<file path="config.mk">
export PLATFORM = sky130hd
export DESIGN_NAME = rtio_top
export DESIGN_NICKNAME = d
export VERILOG_FILES = /design/src/pkg/rtio_pkg.sv /design/src/hw/rtio_top.sv
export SDC_FILE = /design/constraint.sdc
export NUM_CORES = 1
export LEC_CHECK = 0
export BUFFER_PORTS_ARGS = -buffer_cell sky130_fd_sc_hd__buf_2
export CORE_UTILIZATION = 50
export DETAILED_ROUTE_END_ITERATION = 10
export PLACE_DENSITY = 0.79
export SLEW_MARGIN = 40
export SYNTH_ARGS = -nofsm -noshare
export SYNTH_HDL_FRONTEND = slang
export SYNTH_HIERARCHICAL = 1
export SYNTH_SLANG_ARGS = --single-unit
</file>
<file path="constraint.sdc">
create_clock -name SYS_CLK_I -period 5.9 [get_ports SYS_CLK_I]
set_clock_uncertainty 0.05 [all_clocks]
set_input_delay 0.295 -clock SYS_CLK_I [delete_from_list [all_inputs] [get_ports SYS_CLK_I]]
set_output_delay 0.295 -clock SYS_CLK_I [all_outputs]
set_load 0.01 [all_outputs]
</file>
<file path="src/pkg/rtio_pkg.sv">
// Constants, field layouts and state types of the external trigger I/O block
package rtio_pkg;

   // ************************************************************
   // Timing
   // ************************************************************
   localparam int unsigned CLK_NS          = 25;
   localparam int unsigned SYNC_CYC        = 2;
   localparam int unsigned TB_MIN_NS       = 100;
   localparam int unsigned TRIG_MIN_NS     = 500;
   localparam int unsigned EDGE_MIN_NS     = 200;
   localparam int unsigned TB_FILT_CYC     = TB_MIN_NS / CLK_NS - 1;
   localparam int unsigned TRIG_FILT_CYC   = TRIG_MIN_NS / CLK_NS - 1;
   localparam int unsigned EDGE_FILT_CYC   = EDGE_MIN_NS / CLK_NS - 1;
   localparam int unsigned TB_LAT_NS       = 350;
   // Sync and filter already spend part of the latency
   localparam int unsigned TB_LAT_CYC      = (TB_LAT_NS + CLK_NS - 1) / CLK_NS
                                             - SYNC_CYC - TB_FILT_CYC - 1;
   localparam int unsigned GRID_NS_DEF     = 60;
   localparam int unsigned TS_RES_NS       = 50;
   localparam int unsigned TS_DIV_CYC      = TS_RES_NS / CLK_NS;
   localparam int unsigned PULSE_NS        = 12500;
   localparam int unsigned PULSE_CYC       = (PULSE_NS + CLK_NS - 1) / CLK_NS;
   localparam int unsigned US_NS           = 1000;
   localparam int unsigned US_CYC          = US_NS / CLK_NS;
   localparam int unsigned DLY_DEF_US      = 516;
   localparam int unsigned DLY_BIN_US      = 504;
   localparam int unsigned REC_RESP_NS     = 1000000000;
   localparam int unsigned REC_RESP_CYC_DEF = REC_RESP_NS / CLK_NS;

   // ************************************************************
   // Register map
   // ************************************************************
   localparam logic [7:0] CTRL_OFS   = 8'h00;
   localparam logic [7:0] DELAY_OFS  = 8'h04;
   localparam logic [7:0] STAT_OFS   = 8'h08;
   localparam logic [7:0] MASK_OFS   = 8'h0C;
   localparam logic [7:0] TSTAMP_OFS = 8'h10;
   localparam int unsigned CTRL_W    = 9;
   localparam int unsigned DLY_W     = 16;
   localparam int unsigned ST_W      = 5;
   localparam int unsigned ST_TRIG   = 0;
   localparam int unsigned ST_START  = 1;
   localparam int unsigned ST_STOP   = 2;
   localparam int unsigned ST_TDC    = 3;
   localparam int unsigned ST_TOUT   = 4;
   localparam int unsigned STAT_REC_BIT  = 8;
   localparam int unsigned STAT_BUSY_BIT = 9;

   typedef enum logic [1:0] {
      TOUT_HIGH = 2'h0,
      TOUT_LOW  = 2'h1,
      TOUT_HOLD = 2'h2
   } rtio_tout_e;

   typedef enum logic [3:0] {
      REC_IDLE     = 4'h1,
      REC_STARTING = 4'h2,
      REC_RUN      = 4'h4,
      REC_STOPPING = 4'h8
   } rtio_rec_e;

   // Bit 0 is trig_fall
   typedef struct packed {
      logic       tdc_en;
      logic       alarm_pol;
      logic       ev_rec;
      rtio_tout_e tout_mode;
      logic       fwd_en;
      logic       stop_fall;
      logic       start_fall;
      logic       trig_fall;
   } rtio_ctrl_s;

   localparam logic [CTRL_W-1:0] CTRL_RST = 9'h080;

   typedef struct packed {
      logic       s1;
      logic       s2;
      logic       lvl;
      logic       rise;
      logic       fall;
      logic [7:0] cnt;
   } rtio_filt_s;

   typedef struct packed {
      rtio_ctrl_s              ctrl;
      logic [DLY_W-1:0]        dly_us;
      logic [ST_W-1:0]         mask;
      logic [ST_W-1:0]         stat;
      logic                    pready;
      logic                    pslverr;
      logic [31:0]             prdata;
      logic                    irq;
      logic [TB_LAT_CYC-1:0]   tb_pipe;
      logic                    tb_pend;
      logic [7:0]              grid_cnt;
      logic                    sample;
      logic [1:0]              ts_div;
      logic [31:0]             ts_cnt;
      logic [31:0]             tstamp;
      logic                    trig_mark;
      logic                    tdc;
      logic                    tout_busy;
      logic [23:0]             tout_cnt;
      logic                    tout_act;
      logic [9:0]              pulse_cnt;
      logic                    hold;
      logic                    tout_pin;
      logic                    ev_busy;
      logic [23:0]             ev_cnt;
      logic                    ev_pend;
      logic                    ev_lvl;
      logic                    ev_pin;
      rtio_rec_e               rec_st;
      logic [31:0]             rec_cnt;
      logic                    rec;
   } rtio_top_s;

endpackage

</file>
<file path="src/hw/rtio_top.sv">
// External trigger, time base, start/stop and event I/O with APB registers
`timescale 1ns/100ps
`default_nettype none

// ************************************************************
// Synchroniser and pulse width filter for one pin
// ************************************************************
module rtio_filt #(
   parameter int unsigned FILT = 3
) (
   input  wire logic clk_i,
   input  wire logic rst_i,
   input  wire logic pin_i,
   output var  logic rise_o,
   output var  logic fall_o
);
   localparam rtio_pkg::rtio_filt_s FILT_RST = '{s1: 1'b1, s2: 1'b1, lvl: 1'b1, default: '0};
   localparam logic [7:0] FILT_LAST = 8'(FILT - 1);

   rtio_pkg::rtio_filt_s r;
   rtio_pkg::rtio_filt_s next;

   if (FILT < 1 || FILT > 255) begin : g_chk
      $error("rtio_filt: FILT out of range");
   end

   always_comb begin
      next      = r;
      next.s1   = pin_i;
      next.s2   = r.s1;
      next.rise = 1'b0;
      next.fall = 1'b0;
      // Level must differ for FILT cycles before it is taken
      if (r.s2 == r.lvl) begin
         next.cnt = 8'h00;
      end else if (r.cnt == FILT_LAST) begin
         next.cnt  = 8'h00;
         next.lvl  = r.s2;
         next.rise = r.s2;
         next.fall = !r.s2;
      end else begin
         next.cnt = r.cnt + 8'h01;
      end
   end

   always_ff @(posedge clk_i) begin
      if (rst_i) begin
         r <= FILT_RST;
      end else begin
         r <= next;
      end
   end

   assign rise_o = r.rise;
   assign fall_o = r.fall;
endmodule

// ************************************************************
// Top
// ************************************************************
module rtio_top #(
   parameter int unsigned GRID_NS      = rtio_pkg::GRID_NS_DEF,
   parameter int unsigned REC_RESP_CYC = rtio_pkg::REC_RESP_CYC_DEF
) (
   input  wire logic        SYS_CLK_I,
   input  wire logic        SYS_RST_I,
   input  wire logic        PSEL_I,
   input  wire logic        PENABLE_I,
   input  wire logic        PWRITE_I,
   input  wire logic [7:0]  PADDR_I,
   input  wire logic [31:0] PWDATA_I,
   output var  logic [31:0] PRDATA_O,
   output var  logic        PREADY_O,
   output var  logic        PSLVERR_O,
   input  wire logic        EXT_TB_I,
   input  wire logic        EXT_TRIG_I,
   input  wire logic        EXT_START_I,
   input  wire logic        EXT_STOP_I,
   input  wire logic        TRIG_I,
   input  wire logic        ALARM_I,
   input  wire logic        AUTO_I,
   output var  logic        SAMPLE_O,
   output var  logic        TRIG_MARK_O,
   output var  logic        TDC_O,
   output var  logic        REC_O,
   output var  logic        TRIG_OUT_O,
   output var  logic        EVENT_OUT_O,
   output var  logic        IRQ_O
);
   localparam int unsigned GRID_CYC = (GRID_NS + rtio_pkg::CLK_NS - 1) / rtio_pkg::CLK_NS;
   localparam int unsigned LAT = rtio_pkg::TB_LAT_CYC;
   localparam logic [7:0]  GRID_LAST = 8'(GRID_CYC - 1);
   localparam int unsigned FILT_TAB [4] = '{rtio_pkg::TB_FILT_CYC, rtio_pkg::TRIG_FILT_CYC,
                                           rtio_pkg::EDGE_FILT_CYC, rtio_pkg::EDGE_FILT_CYC};
   localparam rtio_pkg::rtio_top_s TOP_RST = '{
      ctrl:   rtio_pkg::CTRL_RST,
      dly_us: 16'(rtio_pkg::DLY_DEF_US),
      rec_st: rtio_pkg::REC_IDLE,
      default: '0};

   if (GRID_CYC < 1 || GRID_CYC > 255 || REC_RESP_CYC < 1) begin : g_chk
      $error("rtio_top: GRID_NS or REC_RESP_CYC out of range");
   end

   rtio_pkg::rtio_top_s r;
   rtio_pkg::rtio_top_s next;
   logic [3:0]          f_rise;
   logic [3:0]          f_fall;
   logic [3:0]          pins;
   logic                acc;
   logic                done;
   logic                trig_ev;
   logic                start_ev;
   logic                stop_ev;
   logic                tout_start;
   logic                tout_fire;
   logic                ev_src;
   logic [23:0]         dly_cyc;
   logic [23:0]         ev_dly;
   logic [4:0]          st_set;
   logic [4:0]          st_clr;

   assign pins = {EXT_STOP_I, EXT_START_I, EXT_TRIG_I, EXT_TB_I};

   for (genvar i = 0; i < 4; i++) begin : g_filt
      rtio_filt #(.FILT(FILT_TAB[i])) u_filt (
         .clk_i  (SYS_CLK_I),
         .rst_i  (SYS_RST_I),
         .pin_i  (pins[i]),
         .rise_o (f_rise[i]),
         .fall_o (f_fall[i])
      );
   end

   always_comb begin
      next     = r;
      acc      = PSEL_I & PENABLE_I & !r.pready;
      done     = PSEL_I & PENABLE_I & r.pready;
      trig_ev  = r.ctrl.trig_fall ? f_fall[1] : f_rise[1];
      start_ev = r.ctrl.start_fall ? f_fall[2] : f_rise[2];
      stop_ev  = r.ctrl.stop_fall ? f_fall[3] : f_rise[3];
      dly_cyc  = 24'(r.dly_us) * 24'(rtio_pkg::US_CYC);
      ev_dly   = (r.dly_us == 16'h0000) ? 24'h000000 :
                 24'(r.dly_us - 16'h0001) * 24'(rtio_pkg::US_CYC);

      // ************************************************************
      // APB slave: one wait state, read data captured with pready
      // ************************************************************
      next.pready  = acc;
      next.pslverr = 1'b0;
      if (acc) begin
         next.prdata = 32'h00000000;
         case (PADDR_I)
            rtio_pkg::CTRL_OFS:   next.prdata[rtio_pkg::CTRL_W-1:0] = r.ctrl;
            rtio_pkg::DELAY_OFS:  next.prdata[rtio_pkg::DLY_W-1:0] = r.dly_us;
            rtio_pkg::STAT_OFS: begin
               next.prdata[rtio_pkg::ST_W-1:0]       = r.stat;
               next.prdata[rtio_pkg::STAT_REC_BIT]  = r.rec;
               next.prdata[rtio_pkg::STAT_BUSY_BIT] = r.tout_busy;
            end
            rtio_pkg::MASK_OFS:   next.prdata[rtio_pkg::ST_W-1:0] = r.mask;
            rtio_pkg::TSTAMP_OFS: next.prdata = r.tstamp;
            default:              next.pslverr = 1'b1;
         endcase
      end
      if (done && PWRITE_I) begin
         case (PADDR_I)
            rtio_pkg::CTRL_OFS:  next.ctrl = rtio_pkg::rtio_ctrl_s'(PWDATA_I[rtio_pkg::CTRL_W-1:0]);
            rtio_pkg::DELAY_OFS: next.dly_us = PWDATA_I[rtio_pkg::DLY_W-1:0];
            rtio_pkg::MASK_OFS:  next.mask = PWDATA_I[rtio_pkg::ST_W-1:0];
            default:             next.mask = r.mask;
         endcase
      end

      // ************************************************************
      // Time base: fixed latency, then next grid tick
      // ************************************************************
      next.tb_pipe  = {r.tb_pipe[LAT-2:0], f_rise[0]};
      next.grid_cnt = (r.grid_cnt == GRID_LAST) ? 8'h00 : r.grid_cnt + 8'h01;
      // Edges closer than one grid step merge into one sample
      next.sample   = r.tb_pend & (r.grid_cnt == 8'h00);
      next.tb_pend  = r.tb_pipe[LAT-1] | (r.tb_pend & (r.grid_cnt != 8'h00));

      // ************************************************************
      // Trigger input: stamp, mark, top dead centre
      // ************************************************************
      next.ts_div = (r.ts_div == 2'(rtio_pkg::TS_DIV_CYC - 1)) ? 2'h0 : r.ts_div + 2'h1;
      if (r.ts_div == 2'(rtio_pkg::TS_DIV_CYC - 1)) begin
         next.ts_cnt = r.ts_cnt + 32'h00000001;
      end
      next.trig_mark = trig_ev & !r.ctrl.tdc_en;
      next.tdc       = trig_ev & r.ctrl.tdc_en;
      if (trig_ev && !r.ctrl.tdc_en) begin
         next.tstamp = r.ts_cnt;
      end

      // ************************************************************
      // Trigger output
      // ************************************************************
      // One trigger in flight; later ones are dropped until it ends
      tout_start = ((trig_ev & !r.ctrl.tdc_en & r.ctrl.fwd_en) | TRIG_I)
                   & !r.tout_busy & !r.tout_act & !r.hold;
      tout_fire  = r.tout_busy & (r.tout_cnt == 24'h000000);
      if (tout_start) begin
         next.tout_busy = 1'b1;
         next.tout_cnt  = dly_cyc;
      end else if (tout_fire) begin
         next.tout_busy = 1'b0;
         if (r.ctrl.tout_mode == rtio_pkg::TOUT_HOLD) begin
            next.hold = r.rec;
         end else begin
            next.tout_act  = 1'b1;
            next.pulse_cnt = 10'(rtio_pkg::PULSE_CYC - 1);
         end
      end else if (r.tout_busy) begin
         next.tout_cnt = r.tout_cnt - 24'h000001;
      end
      if (r.tout_act) begin
         if (r.pulse_cnt == 10'h000) begin
            next.tout_act = 1'b0;
         end else begin
            next.pulse_cnt = r.pulse_cnt - 10'h001;
         end
      end
      if (!r.rec) begin
         next.hold = 1'b0;
      end
      case (r.ctrl.tout_mode)
         rtio_pkg::TOUT_HIGH: next.tout_pin = next.tout_act;
         rtio_pkg::TOUT_LOW:  next.tout_pin = !next.tout_act;
         rtio_pkg::TOUT_HOLD: next.tout_pin = next.hold;
         default:             next.tout_pin = next.tout_act;
      endcase

      // ************************************************************
      // Event output: one pending change; blips that come and go during its delay are lost
      // ************************************************************
      ev_src = r.ctrl.ev_rec ? r.rec : ALARM_I;
      if (!r.ev_busy && ev_src != r.ev_pend) begin
         next.ev_pend = ev_src;
         next.ev_busy = 1'b1;
         next.ev_cnt  = ev_dly;
      end else if (r.ev_busy) begin
         if (r.ev_cnt == 24'h000000) begin
            next.ev_lvl  = r.ev_pend;
            next.ev_busy = 1'b0;
         end else begin
            next.ev_cnt = r.ev_cnt - 24'h000001;
         end
      end
      next.ev_pin = r.ctrl.ev_rec ? next.ev_lvl : (next.ev_lvl ~^ r.ctrl.alarm_pol);

      // ************************************************************
      // Recording control
      // ************************************************************
      case (r.rec_st)
         rtio_pkg::REC_IDLE: begin
            if (start_ev) begin
               next.rec_st  = rtio_pkg::REC_STARTING;
               next.rec_cnt = 32'(REC_RESP_CYC - 1);
            end
         end
         rtio_pkg::REC_STARTING: begin
            if (r.rec_cnt == 32'h00000000) begin
               next.rec_st = rtio_pkg::REC_RUN;
            end else begin
               next.rec_cnt = r.rec_cnt - 32'h00000001;
            end
         end
         rtio_pkg::REC_RUN: begin
            if (stop_ev && !AUTO_I) begin
               next.rec_st  = rtio_pkg::REC_STOPPING;
               next.rec_cnt = 32'(REC_RESP_CYC - 1);
            end
         end
         rtio_pkg::REC_STOPPING: begin
            if (r.rec_cnt == 32'h00000000) begin
               next.rec_st = rtio_pkg::REC_IDLE;
            end else begin
               next.rec_cnt = r.rec_cnt - 32'h00000001;
            end
         end
         default: next.rec_st = rtio_pkg::REC_IDLE;
      endcase
      next.rec = (next.rec_st == rtio_pkg::REC_RUN) || (next.rec_st == rtio_pkg::REC_STOPPING);

      // ************************************************************
      // Sticky status; read clears only bits it reported, set wins
      // ************************************************************
      st_set = {tout_fire, trig_ev & r.ctrl.tdc_en, stop_ev, start_ev, trig_ev & !r.ctrl.tdc_en};
      st_clr = (done && !PWRITE_I && PADDR_I == rtio_pkg::STAT_OFS) ?
               r.prdata[rtio_pkg::ST_W-1:0] : 5'h00;
      next.stat = (r.stat & ~st_clr) | st_set;
      next.irq  = |(r.stat & r.mask);
   end

   always_ff @(posedge SYS_CLK_I) begin
      if (SYS_RST_I) begin
         r <= TOP_RST;
      end else begin
         r <= next;
      end
   end

   assign PRDATA_O    = r.prdata;
   assign PREADY_O    = r.pready;
   assign PSLVERR_O   = r.pslverr;
   assign SAMPLE_O    = r.sample;
   assign TRIG_MARK_O = r.trig_mark;
   assign TDC_O       = r.tdc;
   assign REC_O       = r.rec;
   assign TRIG_OUT_O  = r.tout_pin;
   assign EVENT_OUT_O = r.ev_pin;
   assign IRQ_O       = r.irq;

   // ************************************************************
   // Checks
   // ************************************************************
   localparam int AST_TB_MIN = rtio_pkg::TB_LAT_CYC + 2;
   localparam int AST_TB_MAX = rtio_pkg::TB_LAT_CYC + GRID_CYC + 1;
   logic [10:0] ast_pw;

   always_ff @(posedge SYS_CLK_I) begin
      if (SYS_RST_I) begin
         ast_pw <= 11'h000;
      end else begin
         ast_pw <= r.tout_act ? ast_pw + 11'h001 : 11'h000;
      end
   end
endmodule

`default_nettype wire

</file>
==> flow_summary.json <==
{
  "cts_max_level": 2,
  "place_area_um2": 16310,
  "cts.sinks": 310,
  "reg2reg_depth": 15,
  "setup_violations": 0,
  "post-cts-setup-buffer-count": 0,
  "dieArea_um2": 32430,
  "worst_setup_path_start_kind": "flop",
  "cp.arrival_ps": 4490,
  "worstPathCellList": "nor2_1 > nand2_1 > nor3_1 > nand2_1 > nor4_1 > xor2_1 > ha_1 > ha_1 > and2_1 > and3_1 > a21o_1 > a21oi_1 > xnor2_1 > a221oi_1 > nor2_1",
  "hold_violations": 0,
  "cp_slowest_cell": "nor3_1",
  "report.final.slew_viol_count": 0,
  "detail-route-antenna-nets": 0,
  "antenna_found_initial": 3,
  "status": "finished, final reports clean",
  "cts_tree": "built",
  "cts_made_buffers": 36,
  "fin_crit_sh": 0.7033,
  "fp.dieW_um": 180.1,
  "r2r_setup_slack_ps": 1750,
  "via_per_inst": 5.834,
  "layout_commonest_cell": "dfxtp_1",
  "grt_start_max_net_pins": 72,
  "initial_utilization": 0.5130,
  "syn-cell-area_um2": 15860,
  "ys_warn_count": 6,
  "setup_ws_ps": 1751,
  "maxCapViolCount": 0,
  "hold_depth": 3,
  "wire_per_inst_um": 15.83,
  "leakage_uw": 0.006914,
  "ioPinCount": 93,
  "coreArea_um2": 30910,
  "cpPeakStageDelay_ps": 420,
  "cts_buffer_depth": 3,
  "rsz0062_at_grt": "no",
  "grt_use_total": 0.2247,
  "antenna_cells": 0,
  "crit_family": "simple AND/OR/NAND/NOR gates",
  "worstSetupPathDepth": 15,
  "syn_to_final_growth_pct": 11.48,
  "tightest_slew_ps": 842.8,
  "fin_area_um2": 17680,
  "fmax_mhz": 241.0,
  "r2r-end": "r[58]",
  "root_buffer": "clkbuf_16",
  "clk_pin_slew_ps": 60,
  "power_uw": 4985,
  "place_hpwl_mm": 25.79,
  "fp-row-count": 64,
  "drtIter0Drc": 911,
  "r2r_start": "r[236]",
  "vias": 13660,
  "critPathRequiredTime_ps": 6240,
  "grt_pass1_wl_mm": 61.94,
  "preCtsSetupSlack_ps": 1873,
  "portBuffers": 76,
  "post_cts_resized": 0,
  "postSynthCellCount": 1891,
  "min-delay-path-class": "input port to flop",
  "tns_ps": 0,
  "crit_buf_inv": 0,
  "grt-ovfl-total": 0,
  "routabilityCongestion": 0.8620,
  "path_class": "flop to flop",
  "worstSkewPairLatency_ps": 530,
  "drt_pass1_iterations": 5,
  "drcViolationCount": 0,
  "min_to": "r[248]",
  "final_cell_mix": "310 x dfxtp_1, 220 x nor2_1, 186 x nand2_1",
  "min_from": "PWDATA_I[14]",
  "die_h_um": 180.1,
  "nets": 2048,
  "synthesis.nets": 2021,
  "avgSynthCellArea_um2": 8.386,
  "routed_wl_mm": 37.06,
  "finalCriticalPeriod_ps": 4149,
  "cp-end-kind": "flop",
  "grt_pass1_vias": 13080,
  "critPathMaxFanout": 7,
  "hold_buffers": 17,
  "maxSlewHeadroom": 0.4374,
  "irDropWorstVdd_mv": 0.2486,
  "power_density_nw_per_um2": 282.0,
  "drive_gt1_frac": 0.1100
}
-- how the worst max path moves through the flow --
stage,end,slack [ps],startpoint
floorplan,r[58],2390,r[236]
global placement,r[58],1970,r[236]
detailed placement,r[58],1870,r[236]
CTS,r[58],1810,r[236]
global route,r[58],1390,r[236]
finish,r[58],1750,r[236]
-- power by group --
group / internal [uW] / switching [uW]
registers: 2160 / 72.4
logic: 197 / 349
clock network: 1320 / 890
total: 3670 / 1310
-- stage by stage --
stage               instances  hold WS, ps    util
global route             2341        19.21  0.5719
floorplan                1891        339.5       -
global placement         2259        343.2  0.5266
CTS                      2341        3.847  0.5716
detailed placement       2259        343.7  0.5276
finish                   2341        8.644  0.5719
-- worst reg2reg max path: cells and delay by family, from the launching register on --
kind | cells | cell delay (ps)
AOI/OAI and AO/OA | 3 | 690
xor gates and xnor gates | 2 | 350
adders and majority gates | 2 | 640
DFF | 1 | 400
and+or+nand+nor | 8 | 1880
-- registers in the layout, indices dropped and copies added (netlist names) --
signal / count
EVENT_OUT_O: 1
IRQ_O: 1
PRDATA_O: 32
PREADY_O: 1
PSLVERR_O: 1
REC_O: 1
SAMPLE_O: 1
TDC_O: 1
TRIG_MARK_O: 1
TRIG_OUT_O: 1
g_filt.u_filt/fall_o: 3
g_filt.u_filt/next: 4
g_filt.u_filt/r: 40
g_filt.u_filt/rise_o: 4
next: 7
r: 211
-- routing by layer --
layer	wire [um]	GRT usage	vias to the layer above
met4	1418	0.09744	4
met2	17270	0.3810	368
li1	-	-	6761
met3	1828	0.03739	97
met1	16520	0.2814	6427
met5	23	0	-
-- final cells by class --
| cell class | count | area, um2 |
|---|---|---|
| inverter | 59 | 221.5 |
| multi-input combinational | 1406 | 8920 |
| clock inverter | 11 | 148.9 |
| timing repair buffer | 105 | 646.9 |
| clock buffer | 54 | 1040 |
| tap | 396 | 495.5 |
| fill | 2722 | 13230 |
| sequential | 310 | 6206 |
(Power assumes the default switching activity.)
